<file path="config.mk">
export PLATFORM = sky130hd
export DESIGN_NAME = encoder_scaling
export DESIGN_NICKNAME = d
export VERILOG_FILES = /design/src/design/long_divider.v /design/src/design/encoder_scaling.v
export VERILOG_INCLUDE_DIRS = /design/src /design/src/design
export SDC_FILE = /design/constraint.sdc
export NUM_CORES = 2
export LEC_CHECK = 0
export CAP_MARGIN = 0
export CELL_PAD_IN_SITES_DETAIL_PLACEMENT = 1
export CELL_PAD_IN_SITES_GLOBAL_PLACEMENT = 2
export CORE_AREA = 5 5 354 356
export DETAILED_ROUTE_END_ITERATION = 7
export DIE_AREA = 0 0 359 361
export DONT_BUFFER_PORTS = 1
export PLACE_DENSITY_LB_ADDON = 0.1
export REMOVE_ABC_BUFFERS = 1
export SLEW_MARGIN = 20
export SYNTH_ARGS = -nofsm -noshare
export SYNTH_HDL_FRONTEND = slang
export SYNTH_SLANG_ARGS = --single-unit
</file>
<file path="constraint.sdc">
create_clock -name clock -period 16.45 [get_ports clock]
set_clock_uncertainty 0.05 [all_clocks]
set_input_delay 2.4675 -clock clock [delete_from_list [all_inputs] [get_ports clock]]
set_output_delay 2.4675 -clock clock [all_outputs]
set_load 0.05 [all_outputs]
</file>
<file path="src/design/encoder_scaling_defines.vh">
`ifndef ENCODER_SCALING_DEFINES_VH
`define ENCODER_SCALING_DEFINES_VH

// ==========================================
// register byte offsets
`define OFS_OPT        8'h00
`define OFS_UNITS      8'h04
`define OFS_TOTAL      8'h08
`define OFS_LOWER      8'h0c
`define OFS_UPPER      8'h10
`define OFS_PHYS       8'h14
`define OFS_CTRL       8'h18
`define OFS_STATUS     8'h1c
`define OFS_POS        8'h20
`define OFS_NV_UNITS   8'h24
`define OFS_NV_TOTAL   8'h28
`define OFS_NV_PHYS    8'h2c
`define OFS_NV_BASIS   8'h30

// ==========================================
// option byte fields
`define OPT_BASIS_LO   0
`define OPT_BASIS_HI   1
`define OPT_COMM       2
`define OPT_SHORT_DIAG 3
`define OPT_LOW_EN     5
`define OPT_UP_EN      6

// ==========================================
// control and status fields
`define CTRL_ACCEPT    0
`define CTRL_CLASS1    1
`define CTRL_STOP      2
`define ST_PARAM_ERR   0
`define ST_EXCHANGE    1
`define ST_COMM        2
`define ST_DIAG_LSB    8
`define ST_DIAG_MSB    14

// ==========================================
// process word fields
`define PW_POS_BITS    25
`define PW_READY       25
`define PW_NORMAL      26
`define PW_WINDOW      27

// ==========================================
// constants and reset values
`define DIAG_FULL      7'h39
`define DIAG_SHORT     7'h10
`define MT_REV_BITS    12
`define RST_UNITS      32'h00002000
// largest total that still passes the range check with the reset units,
// so a fresh stored set can enter exchange in commissioning mode
`define RST_TOTAL      32'h01ffffff
`define RST_PHYS       32'h00002000
`define RST_OPT        8'h00
`define CLK_HZ         20000000
`define BLINK_MS       500
`define BLINK_CYCLES   (`CLK_HZ / 1000 * `BLINK_MS)

`endif

</file>
<file path="src/design/long_divider.v">
`timescale 1ns/1ps
// restoring divider, one quotient bit per clock
module long_divider #(
  parameter NW = 64,
  parameter DW = 32
) (
  // clock and reset
  input  wire          clock,
  input  wire          nrst,
  // request
  input  wire          start,
  input  wire [NW-1:0] num,
  input  wire [DW-1:0] den,
  // result
  output reg           done_r,
  output reg  [NW-1:0] quo_r,
  output reg  [DW-1:0] rem_r
);

  localparam [6:0] NW_CNT = NW;

  reg  [6:0]  cnt_r;
  reg         busy_r;
  reg  [DW:0] part_r;
  wire [DW:0] trial;
  wire [DW:0] shifted;

  assign shifted = {part_r[DW-1:0], quo_r[NW-1]};
  assign trial   = shifted - {1'b0, den};

  always @(posedge clock or negedge nrst)
  begin
    if (!nrst)
    begin
      cnt_r  <= 7'h00;
      busy_r <= 1'b0;
      done_r <= 1'b0;
      part_r <= {(DW+1){1'b0}};
      quo_r  <= {NW{1'b0}};
      rem_r  <= {DW{1'b0}};
    end
    else
    begin
      done_r <= 1'b0;
      if (start && !busy_r)
      begin
        busy_r <= 1'b1;
        cnt_r  <= NW_CNT;
        part_r <= {(DW+1){1'b0}};
        quo_r  <= num;
      end
      else if (busy_r)
      begin
        // zero divisor gives all ones only if num fits in DW bits; stored values rewritten during commissioning exchange skip the parameter check
        if (!trial[DW])
        begin
          part_r <= trial;
          quo_r  <= {quo_r[NW-2:0], 1'b1};
        end
        else
        begin
          part_r <= shifted;
          quo_r  <= {quo_r[NW-2:0], 1'b0};
        end
        cnt_r <= cnt_r - 7'h01;
        if (cnt_r == 7'h01)
        begin
          busy_r <= 1'b0;
          done_r <= 1'b1;
          rem_r  <= trial[DW] ? shifted[DW-1:0] : trial[DW-1:0];
        end
      end
    end
  end

endmodule // long_divider

</file>
<file path="src/design/encoder_scaling.v">
// Decided for this implementation: the placing of the registers and the APB register port.
`timescale 1ns/1ps
`include "encoder_scaling_defines.vh"
// How it works
// - total below units times physical revolutions
// - scaled position wraps to zero at total
// - per revolution: units steps per turn
// - max range: units over 4096 turns
// - physical basis: units per programmed impulse count
// - basis from option bits 0 and 1
// - commissioning uses stored parameters, ignores bus set
// - commissioning allows parameter writes during exchange
// - diagnostics 57 bytes, 16 when short
// - class 1 always gives 16 diagnostic bytes
// - process bit 27 set inside limit window
// - option bits 5, 6 enable lower, upper
// - limits are 32-bit words, msb byte first
// - green indicator flashes during exchange in commissioning mode
// - input word bit 26 low in commissioning
// - 25-bit position, 3 status bits above, top 4 bits zero
module encoder_scaling #(
  parameter SPR_BITS     = 13,
  parameter BLINK_CYCLES = `BLINK_CYCLES
) (
  // clock and reset
  input  wire                         clock,
  input  wire                         nrst,
  // apb slave
  input  wire                         psel,
  input  wire                         penable,
  input  wire                         pwrite,
  input  wire [7:0]                   paddr,
  input  wire [31:0]                  pwdata,
  output reg                          pready,
  output reg  [31:0]                  prdata,
  output reg                          pslverr,
  // physical disk position, turns above steps
  input  wire [SPR_BITS+11:0]         disk_pos,
  // outputs toward the link and the base
  output reg  [31:0]                  process_word,
  output reg                          exchange_r,
  output reg                          param_err_r,
  output reg  [6:0]                   diag_len_r,
  output reg                          led_green_r
);

  localparam RAW_W = SPR_BITS + `MT_REV_BITS;
  localparam S_IDLE = 2'd0;
  localparam S_DIV1 = 2'd1;
  localparam S_DIV2 = 2'd2;
  localparam S_WAIT = 2'd3;

  // ==========================================
  // configuration registers
  reg  [7:0]  opt_r;
  reg  [31:0] units_r;
  reg  [31:0] total_r;
  reg  [31:0] lower_r;
  reg  [31:0] upper_r;
  reg  [31:0] phys_r;
  reg         class1_r;
  reg  [31:0] nv_units_r;
  reg  [31:0] nv_total_r;
  reg  [31:0] nv_phys_r;
  reg  [1:0]  nv_basis_r;
  reg  [1:0]  state_r;
  reg         start_r;
  reg  [63:0] num_r;
  reg  [31:0] den_r;
  reg  [31:0] blink_r;
  wire        div_done;
  wire [63:0] div_quo;
  wire [31:0] div_rem;

  wire comm = opt_r[`OPT_COMM];
  wire acc  = psel && penable && pready;
  wire wr   = acc && pwrite;
  wire cfg_wr_ok = !exchange_r;
  wire nv_wr_ok  = exchange_r && comm;

  // ==========================================
  // effective parameter set
  wire [31:0] eff_units = comm ? nv_units_r : units_r;
  wire [31:0] eff_total = comm ? nv_total_r : total_r;
  wire [31:0] eff_phys  = comm ? nv_phys_r  : phys_r;
  wire [1:0]  eff_basis = comm ? nv_basis_r : {opt_r[`OPT_BASIS_HI], opt_r[`OPT_BASIS_LO]};
  reg  [31:0] basis_den;

  always @*
  begin
    // per revolution and max range use fixed disk resolution
    case (eff_basis)
      2'b00:   basis_den = 32'h1 << SPR_BITS;
      2'b01:   basis_den = 32'h1 << RAW_W;
      2'b10:   basis_den = eff_phys;
      default: basis_den = eff_phys;
    endcase
  end

  // total must stay below units per turn times the physical turns
  wire [43:0] range_cap = {eff_units, 12'h000};
  wire        check_bad = ({12'h000, eff_total} >= range_cap)
                       || (eff_total == 32'h0) || (basis_den == 32'h0)
                       || (eff_units == 32'h0);

  // ==========================================
  // apb register access
  wire unmapped = (paddr[1:0] != 2'b00) || (paddr > `OFS_NV_BASIS);
  wire cfg_addr = (paddr <= `OFS_PHYS);
  wire nv_addr  = (paddr >= `OFS_NV_UNITS) && (paddr <= `OFS_NV_BASIS);
  wire bad_wr   = pwrite && ((cfg_addr && !cfg_wr_ok) || (nv_addr && !nv_wr_ok)
                             || paddr == `OFS_STATUS || paddr == `OFS_POS);
  reg  [31:0] rd_mux;

  always @*
  begin
    case (paddr)
      `OFS_OPT:      rd_mux = {24'h000000, opt_r};
      `OFS_UNITS:    rd_mux = units_r;
      `OFS_TOTAL:    rd_mux = total_r;
      `OFS_LOWER:    rd_mux = lower_r;
      `OFS_UPPER:    rd_mux = upper_r;
      `OFS_PHYS:     rd_mux = phys_r;
      `OFS_CTRL:     rd_mux = {30'h00000000, class1_r, 1'b0};
      `OFS_STATUS:   rd_mux = {17'h00000, diag_len_r, 5'h00, comm, exchange_r, param_err_r};
      `OFS_POS:      rd_mux = process_word;
      `OFS_NV_UNITS: rd_mux = nv_units_r;
      `OFS_NV_TOTAL: rd_mux = nv_total_r;
      `OFS_NV_PHYS:  rd_mux = nv_phys_r;
      `OFS_NV_BASIS: rd_mux = {30'h00000000, nv_basis_r};
      default:       rd_mux = 32'h00000000;
    endcase
  end

  always @(posedge clock or negedge nrst)
  begin
    if (!nrst)
    begin
      pready  <= 1'b0;
      prdata  <= 32'h00000000;
      pslverr <= 1'b0;
    end
    else
    begin
      // one wait-free access phase after every setup cycle
      pready  <= psel && !penable;
      prdata  <= (psel && !penable && !pwrite && !unmapped) ? rd_mux : 32'h00000000;
      pslverr <= psel && !penable && (unmapped || bad_wr);
    end
  end

  always @(posedge clock or negedge nrst)
  begin
    if (!nrst)
    begin
      opt_r       <= `RST_OPT;
      units_r     <= `RST_UNITS;
      total_r     <= `RST_TOTAL;
      lower_r     <= 32'h00000000;
      upper_r     <= 32'h00000000;
      phys_r      <= `RST_PHYS;
      class1_r    <= 1'b0;
      nv_units_r  <= `RST_UNITS;
      nv_total_r  <= `RST_TOTAL;
      nv_phys_r   <= `RST_PHYS;
      nv_basis_r  <= 2'b00;
      exchange_r  <= 1'b0;
      param_err_r <= 1'b0;
    end
    else if (wr && !pslverr)
    begin
      case (paddr)
        `OFS_OPT:      opt_r      <= pwdata[7:0];
        `OFS_UNITS:    units_r    <= pwdata;
        `OFS_TOTAL:    total_r    <= pwdata;
        `OFS_LOWER:    lower_r    <= pwdata;
        `OFS_UPPER:    upper_r    <= pwdata;
        `OFS_PHYS:     phys_r     <= pwdata;
        `OFS_NV_UNITS: nv_units_r <= pwdata;
        `OFS_NV_TOTAL: nv_total_r <= pwdata;
        `OFS_NV_PHYS:  nv_phys_r  <= pwdata;
        `OFS_NV_BASIS: nv_basis_r <= pwdata[1:0];
        `OFS_CTRL:
        begin
          class1_r <= pwdata[`CTRL_CLASS1];
          if (pwdata[`CTRL_STOP])
            exchange_r <= 1'b0;
          else if (pwdata[`CTRL_ACCEPT])
          begin
            // a refused set keeps the slave out of cyclic exchange
            param_err_r <= check_bad;
            exchange_r  <= !check_bad;
          end
        end
        default: ;
      endcase
    end
  end

  // ==========================================
  // scaling sequencer: raw*units/basis, then wrap at total
  always @(posedge clock or negedge nrst)
  begin
    if (!nrst)
    begin
      state_r <= S_IDLE;
      start_r <= 1'b0;
      num_r   <= 64'h0000000000000000;
      den_r   <= 32'h00000000;
    end
    else
    begin
      start_r <= 1'b0;
      case (state_r)
        S_IDLE:
          if (exchange_r)
          begin
            num_r   <= {{(64-RAW_W){1'b0}}, disk_pos} * {32'h00000000, eff_units};
            den_r   <= basis_den;
            start_r <= 1'b1;
            state_r <= S_DIV1;
          end
        S_DIV1:
          if (div_done)
          begin
            num_r   <= div_quo;
            den_r   <= eff_total;
            start_r <= 1'b1;
            state_r <= S_DIV2;
          end
        S_DIV2:
          if (div_done)
            state_r <= S_WAIT;
        S_WAIT:
          state_r <= S_IDLE;
        default:
          state_r <= S_IDLE;
      endcase
    end
  end

  long_divider #(
    .NW (64),
    .DW (32)
  ) u_div (
    .clock  (clock),
    .nrst   (nrst),
    .start  (start_r),
    .num    (num_r),
    .den    (den_r),
    .done_r (div_done),
    .quo_r  (div_quo),
    .rem_r  (div_rem)
  );

  // ==========================================
  // process word and limit window
  wire [31:0] pos_new  = div_rem;
  wire        low_ok   = !opt_r[`OPT_LOW_EN] || (pos_new >= lower_r);
  wire        up_ok    = !opt_r[`OPT_UP_EN]  || (pos_new <= upper_r);

  always @(posedge clock or negedge nrst)
  begin
    if (!nrst)
      process_word <= 32'h00000000;
    else if (!exchange_r)
      process_word <= {4'h0, 1'b0, !comm, 1'b0, 25'h0000000};
    else if (state_r == S_DIV2 && div_done)
    begin
      // higher position bits are overwritten by status, so totals beyond 25 bits alias
      process_word[`PW_POS_BITS-1:0] <= pos_new[`PW_POS_BITS-1:0];
      process_word[`PW_READY]        <= 1'b1;
      process_word[`PW_NORMAL]       <= !comm;
      process_word[`PW_WINDOW]       <= low_ok && up_ok;
      process_word[31:28]            <= 4'h0;
    end
    else
      process_word[`PW_NORMAL] <= !comm;
  end

  // ==========================================
  // diagnostic length and indicator
  always @(posedge clock or negedge nrst)
  begin
    if (!nrst)
    begin
      diag_len_r  <= `DIAG_FULL;
      blink_r     <= 32'h00000000;
      led_green_r <= 1'b0;
    end
    else
    begin
      diag_len_r <= (class1_r || opt_r[`OPT_SHORT_DIAG]) ? `DIAG_SHORT : `DIAG_FULL;
      if (blink_r >= BLINK_CYCLES - 1)
        blink_r <= 32'h00000000;
      else
        blink_r <= blink_r + 32'h00000001;
      if (exchange_r && comm)
      begin
        if (blink_r >= BLINK_CYCLES - 1)
          led_green_r <= !led_green_r;
      end
      else
        led_green_r <= exchange_r;
    end
  end

endmodule // encoder_scaling

</file>
# After elaboration in Yosys (flattened, before gate mapping)
# Cells that the tools add are included.
# word_totals
register_bits,610
latchBits,0
ramBits,0
mem_bits_ro,0
in_bits,70
output_inout_bits,76
word_cells,175
mem_count,0
# classes
n_addsub,3
n_mul,1
div,0
magnitude_cmp,8
n_eq_ne,22
n_shift,0
muxes,44
n_bitwise,2
reduce_logical,64
# op_table
op,count
32-bit one-hot mux with 13 select lines,1
32-bit 2-to-1 mux,12
64-bit 2-to-1 mux,4
32-bit one-hot mux with 2 select lines,2
64-bit one-hot mux with 2 select lines,1
32-bit zero test,3
25-bit by 32-bit multiplier with 57-bit output,1
32-bit by 44-bit greater-or-equal comparator with 1-bit output,1
"8-bit by 6-bit equality test with 1-bit output, second input constant",5
33-bit by 32-bit subtractor with 33-bit output,1
"32-bit by 1-bit adder with 32-bit output, second input constant",1
"8-bit by 5-bit equality test with 1-bit output, second input constant",4
"32-bit by 24-bit greater-or-equal comparator with 1-bit output, second input constant",1
32-bit greater-or-equal comparator,1
32-bit less-or-equal comparator,1
26-bit 2-to-1 mux,1
2-bit AND reduction,11
"8-bit by 4-bit equality test with 1-bit output, second input constant",2
1-bit logical AND,16
7-bit 2-to-1 mux,2
1-bit 2-to-1 mux,13
3-bit AND reduction,4
1-bit zero test,11
1-bit logical OR,11
other kinds (21),34

# Longest topological paths before layout
# depth
depth_word,9
depth_mapped,30
depth_no_buf,26

# Modules after synthesis
# From an unflattened synthesis, not the netlist that was laid out.
# unflattened
cells_unflattened,5931
hier_area_um2,57228.6
# modules_own_cells
mod,n_inst,cells_each,area_per_inst_um2,seq_area_each_um2
encoder_scaling,1,5058,49236.0,11680.0
long_divider,1,873,7992.7,3428.3

# Worst setup path after synthesis
# No wires, ideal clock.
# synth_timing
kind,input to register
start,input port disk_pos[4]
end,register num_r[54]
setup_time_ps,124
arrival_ps,8739
required_ps,16276
path_slack_ps,7537
path_stages,25
path_buffers,2
cell_sequence,clkbuf_1 -> nand2_1 -> fa_1 -> inv_1 -> fa_1 -> inv_1 -> fa_1 -> fa_1 -> inv_1 -> fa_1 -> fa_1 -> inv_1 -> fa_1 -> inv_1 -> ha_1 -> buf_4 -> nand4_4 -> or4_1 -> a311oi_1 -> nor3b_1 -> o21a_1 -> o31ai_4 -> a41o_1 -> mux2i_1 -> a21oi_1
# synth_via
elab_chain_cells,3
# synth_lines
element,line_no,source
from (decl),encoder_scaling.v:38,"input wire [SPR_BITS+11:0] disk_pos,"
25-bit by 32-bit multiplier with 57-bit output,encoder_scaling.v:218,"num_r <= {{(64-RAW_W){1'b0}}, disk_pos} * {32'h00000000, eff_units};"
64-bit 2-to-1 mux,encoder_scaling.v:216,if (exchange_r)
64-bit one-hot mux with 2 select lines,encoder_scaling.v:214,case (state_r)
to (signal assigned),encoder_scaling.v:218,
to (signal assigned),encoder_scaling.v:226,num_r <= div_quo;
to (decl),encoder_scaling.v:68,reg [63:0] num_r;
# Every way passes these cells. The select of a mux whose other input is x is not followed.
# A chain may end at the register's enable or synchronous reset.

# Worst setup path after layout
# layout_timing
start,register opt_r[2]
end,register num_r[54]
# layout_via
elab_chain_cells,4
# layout_lines
element,line_no,source
from (decl),encoder_scaling.v:55,reg [7:0] opt_r;
from (signal assigned),encoder_scaling.v:156,opt_r <= `RST_OPT;
from (signal assigned),encoder_scaling.v:173,`OFS_OPT: opt_r <= pwdata[7:0];
32-bit 2-to-1 mux,encoder_scaling.v:83,wire [31:0] eff_units = comm ? nv_units_r : units_r;
25-bit by 32-bit multiplier with 57-bit output,encoder_scaling.v:218,
64-bit 2-to-1 mux,encoder_scaling.v:216,
64-bit one-hot mux with 2 select lines,encoder_scaling.v:214,
# Every way passes these cells. The select of a mux whose other input is x is not followed.

==> metrics.md <==
| Metric | Value |
|---|---|
| Status | `finished with violations` |
| Failing checks | `slew limit` |
| Final WS setup | `approximately 6.5 ns` |
| Initial antenna violation count | `8` |
| M2 GR Usage | `49.9%` |
| Hold path endpoint | `diag_len_r[3]` |
| WL/cell | `roughly 27 µm` |
| Detailed Route Iter0 Violations | `between 3000 and 4000` |
| Cells after synthesis | `just under 6000` |
| Hold WC Path Type | `reg -> reg` |
| # DRC | `0` |
| Die Footprint | `roughly 130000 µm²` |
| Dpl ws | `6.56 ns` |
| Routed WL | `196 mm` |
| First-pass GRT wire length | `about 300 mm` |
| CTS tree | `yes` |
| Vias per cell | `5.85` |
| Final Max Slew Viols | `354` |
| R2R Setup Slk | `between 6 and 7 ns` |
| Hold_buf cts | `0` |
| FF-to-FF End | `num_r[54]` |
| Power density cells | `53.4 nW/µm²` |
| Filler instances | `13600` |
| MaxCap Viol Count | `0` |
| VDD IR max | `0.0000719 V` |
| WS Path Type | `reg -> reg` |
| Worst-path fanout max | `between 40 and 50` |
| Share of power burned in registers | `a little under half` |
| Clk pin slew, worst setup/hold paths | `0.06 ns` |
| Synth unique cells | `between 70 and 80` |
| GRT Residual Overflow | `0` |
| Commonest cells post-synth | `inv_1, nand2_1, fa_1` |
| Num CTS Buffers | `70` |
| Die Span Y | `361 µm` |
| Cell repeated most along the worst path | `fa_1` |
| RSZ-0062 raised after global routing | `false` |
| Post-Layout Inst Area | `just over 60000 µm²` |
| RD Place Congestion | `between 0.8 and 0.9` |
| GR Util met3 | `under 10%` |
| Clk network pwr share | `51.6%` |
| Cell family with most CP delay | `adder cells` |
| P_leak | `approximately 29 nW` |
| Syn Area/Cell | `slightly below 10 µm²` |
| Hold Crit Depth | `1` |
| Endpoints failing hold | `0` |
| Worst Setup Start Kind | `flop` |
| Synthesized flop and latch total | `roughly 600` |
| Area of the multi-input gates | `37200 µm²` |
| Met1 GRT Util | `between 40 and 50%` |
| Nets | `a little under 7000` |
| Synth Cell Area | `approximately 57000 µm²` |
| Worst Setup End Kind | `flop` |
| Initial Util | `46.8%` |
| Clk_lat worst skew | `~0.67 ns` |
| Worst Path Buf+Inv | `6` |
| H-Tree Depth | `3` |
| Top cells by area, synth | `fa_1, dfrtp_1, ha_1` |
| Clock tree buffer depth | `3` |
| Setup bufs post-CTS | `0` |
| Core area | `roughly 120000 µm²` |
| PortBufs | `0` |
| Final TNS setup | `0 ns` |
| Reg-to-Reg Start | `opt_r[2]` |
| Sequential Area | `15100 µm²` |
| Final Cycle Share | `about three fifths` |
| Placed Instance Area | `about 58000 µm²` |
| Largest net degree at the start of global routing | `602` |
| Gr busiest metal | `met2` |
| Final Critical Period | `about 9.9 ns` |
| YS warnings | `0` |
| Die width | `359 µm` |
| Routed Antenna Nets | `0` |
| Clock sinks | `between 600 and 700` |
| EDFF count, synth | `0` |
| Share of layout cells above drive strength 1 | `a little over a tenth` |
| Vias in the first global route | `roughly 47000` |
| Worst-margin pin slew | `2.88 ns` |
| Net Sw Frac | `roughly a quarter` |
| Row Count | `128` |
| Critical-path top delay cell | `dfrtp_4` |
| Max-slew headroom | `-92.1%` |
| Worst Hold Launch | `class1_r` |
| CTS root buffer | `clkbuf_16` |
| Via count | `43100` |
| Worst R2R Path Depth | `26` |
| Biggest regs | `num_r: 64 flops, u_div.quo_r: 64 flops` |
| Largest area contributor in the netlist | `fa_1` |
| Area Growth Syn to Fin | `6.64%` |
| Synth top area share | `between 20% and 30%` |
| Highest Clock Rate | `~100 MHz` |
| DP HPWL | `approximately 140 mm` |
| Internal power | `0.00248 W` |
| Req. time, crit path | `16.98 ns` |
| Critical Path AT | `10.46 ns` |
| Final setup violation count | `0` |
| Primary FF master, synth | `dfrtp_1` |
| Top-count cell post-synth | `inv_1` |
| Switch Pwr | `roughly 0.00076 W` |
| Post-CTS Resized | `0` |
| Worst path max stage delay | `0.96 ns` |
| Combinational fraction of design power | `2.4%` |
| I/O Pins | `around 150` |
| Asr flop ratio synth | `100%` |
| Drt pass-1 iters | `8` |
| GRT Total Usage | `between 30% and 40%` |
| Hold slack final | `between 0.3 and 0.4 ns` |
| Sequential cell area fraction in the yosys report | `a little over a quarter` |
worst max-delay path by stage:
stage	from	to	slack [ns]	cells after the start
6_report	opt_r[2]	num_r[54]	6.52	26
5_1_grt	opt_r[2]	num_r[54]	6.02	26
4_1_cts	opt_r[2]	num_r[54]	6.58	26
3_5_place_dp	disk_pos[1]	num_r[52]	6.56	23
3_3_place_gp	disk_pos[1]	num_r[52]	6.65	23
2_1_floorplan	state_r[1]	num_r[53]	5.98	5
cells by family after synthesis:
logic type	after synthesis	synth area share, %
simple gates	1600	13.6
buf+inv	1228	8.28
fa+ha+maj	1003	31.2
flops	601	26.6
other cells	2	0.0132
xor+xnor	98	1.51
mux	475	9.11
compound gates	864	9.69
through the flow:
step	instances	total power, W	util (%)
6_report	7361	0.00324	49.9
5_1_grt	7357	0.00334	49.9
4_1_cts	7356	0.00327	49.9
3_5_place_dp	7231	0.00159	47.9
3_3_place_gp	7231	0.00159	47.9
2_1_floorplan	5548	0.00157	-
layout by cell type (no fill, tap or decap), types with 39 or more instances in the layout:
cell	n
inv_1	889
nand2_1	725
fa_1	688
dfrtp_1	542
and2_1	415
mux2_2	339
ha_1	314
o21ai_0	220
a21oi_1	205
mux2i_1	135
nor2_1	133
clkbuf_16	71
a21o_1	61
xnor2_1	60
buf_4	58
nand3_1	57
o21ai_1	57
dfstp_2	55
nor3_1	54
a22oi_1	48
nand4_1	46
a31oi_1	39
power groups by stage:
stage / Sequential, W / Clock (W) / Combinational, W
after floorplan: 0.00151 / 0 / 0.0000528
after global placement: 0.00152 / 0 / 0.0000746
after detailed placement: 0.00152 / 0 / 0.0000764
after CTS: 0.00149 / 0.00170 / 0.0000769
after global routing: 0.00149 / 0.00177 / 0.0000843
final: 0.00149 / 0.00167 / 0.0000766
final cells by class:
cell class,count,share of cell area (%)
multi-input cells,4056,61.4
inverters,891,5.52
diodes,4,0.0165
well taps,1625,3.35
repair buffers,59,0.751
clock buffers,95,3.28
clock inverters,30,0.741
flip-flops and latches,601,24.9
routing by layer:
metal	vias to the layer above	routed length, µm
li1	18600	-
met1	22800	83000
met2	1309	93300
met3	307	13000
met4	2	6850
met5	-	16
(Power assumes the default switching activity.)
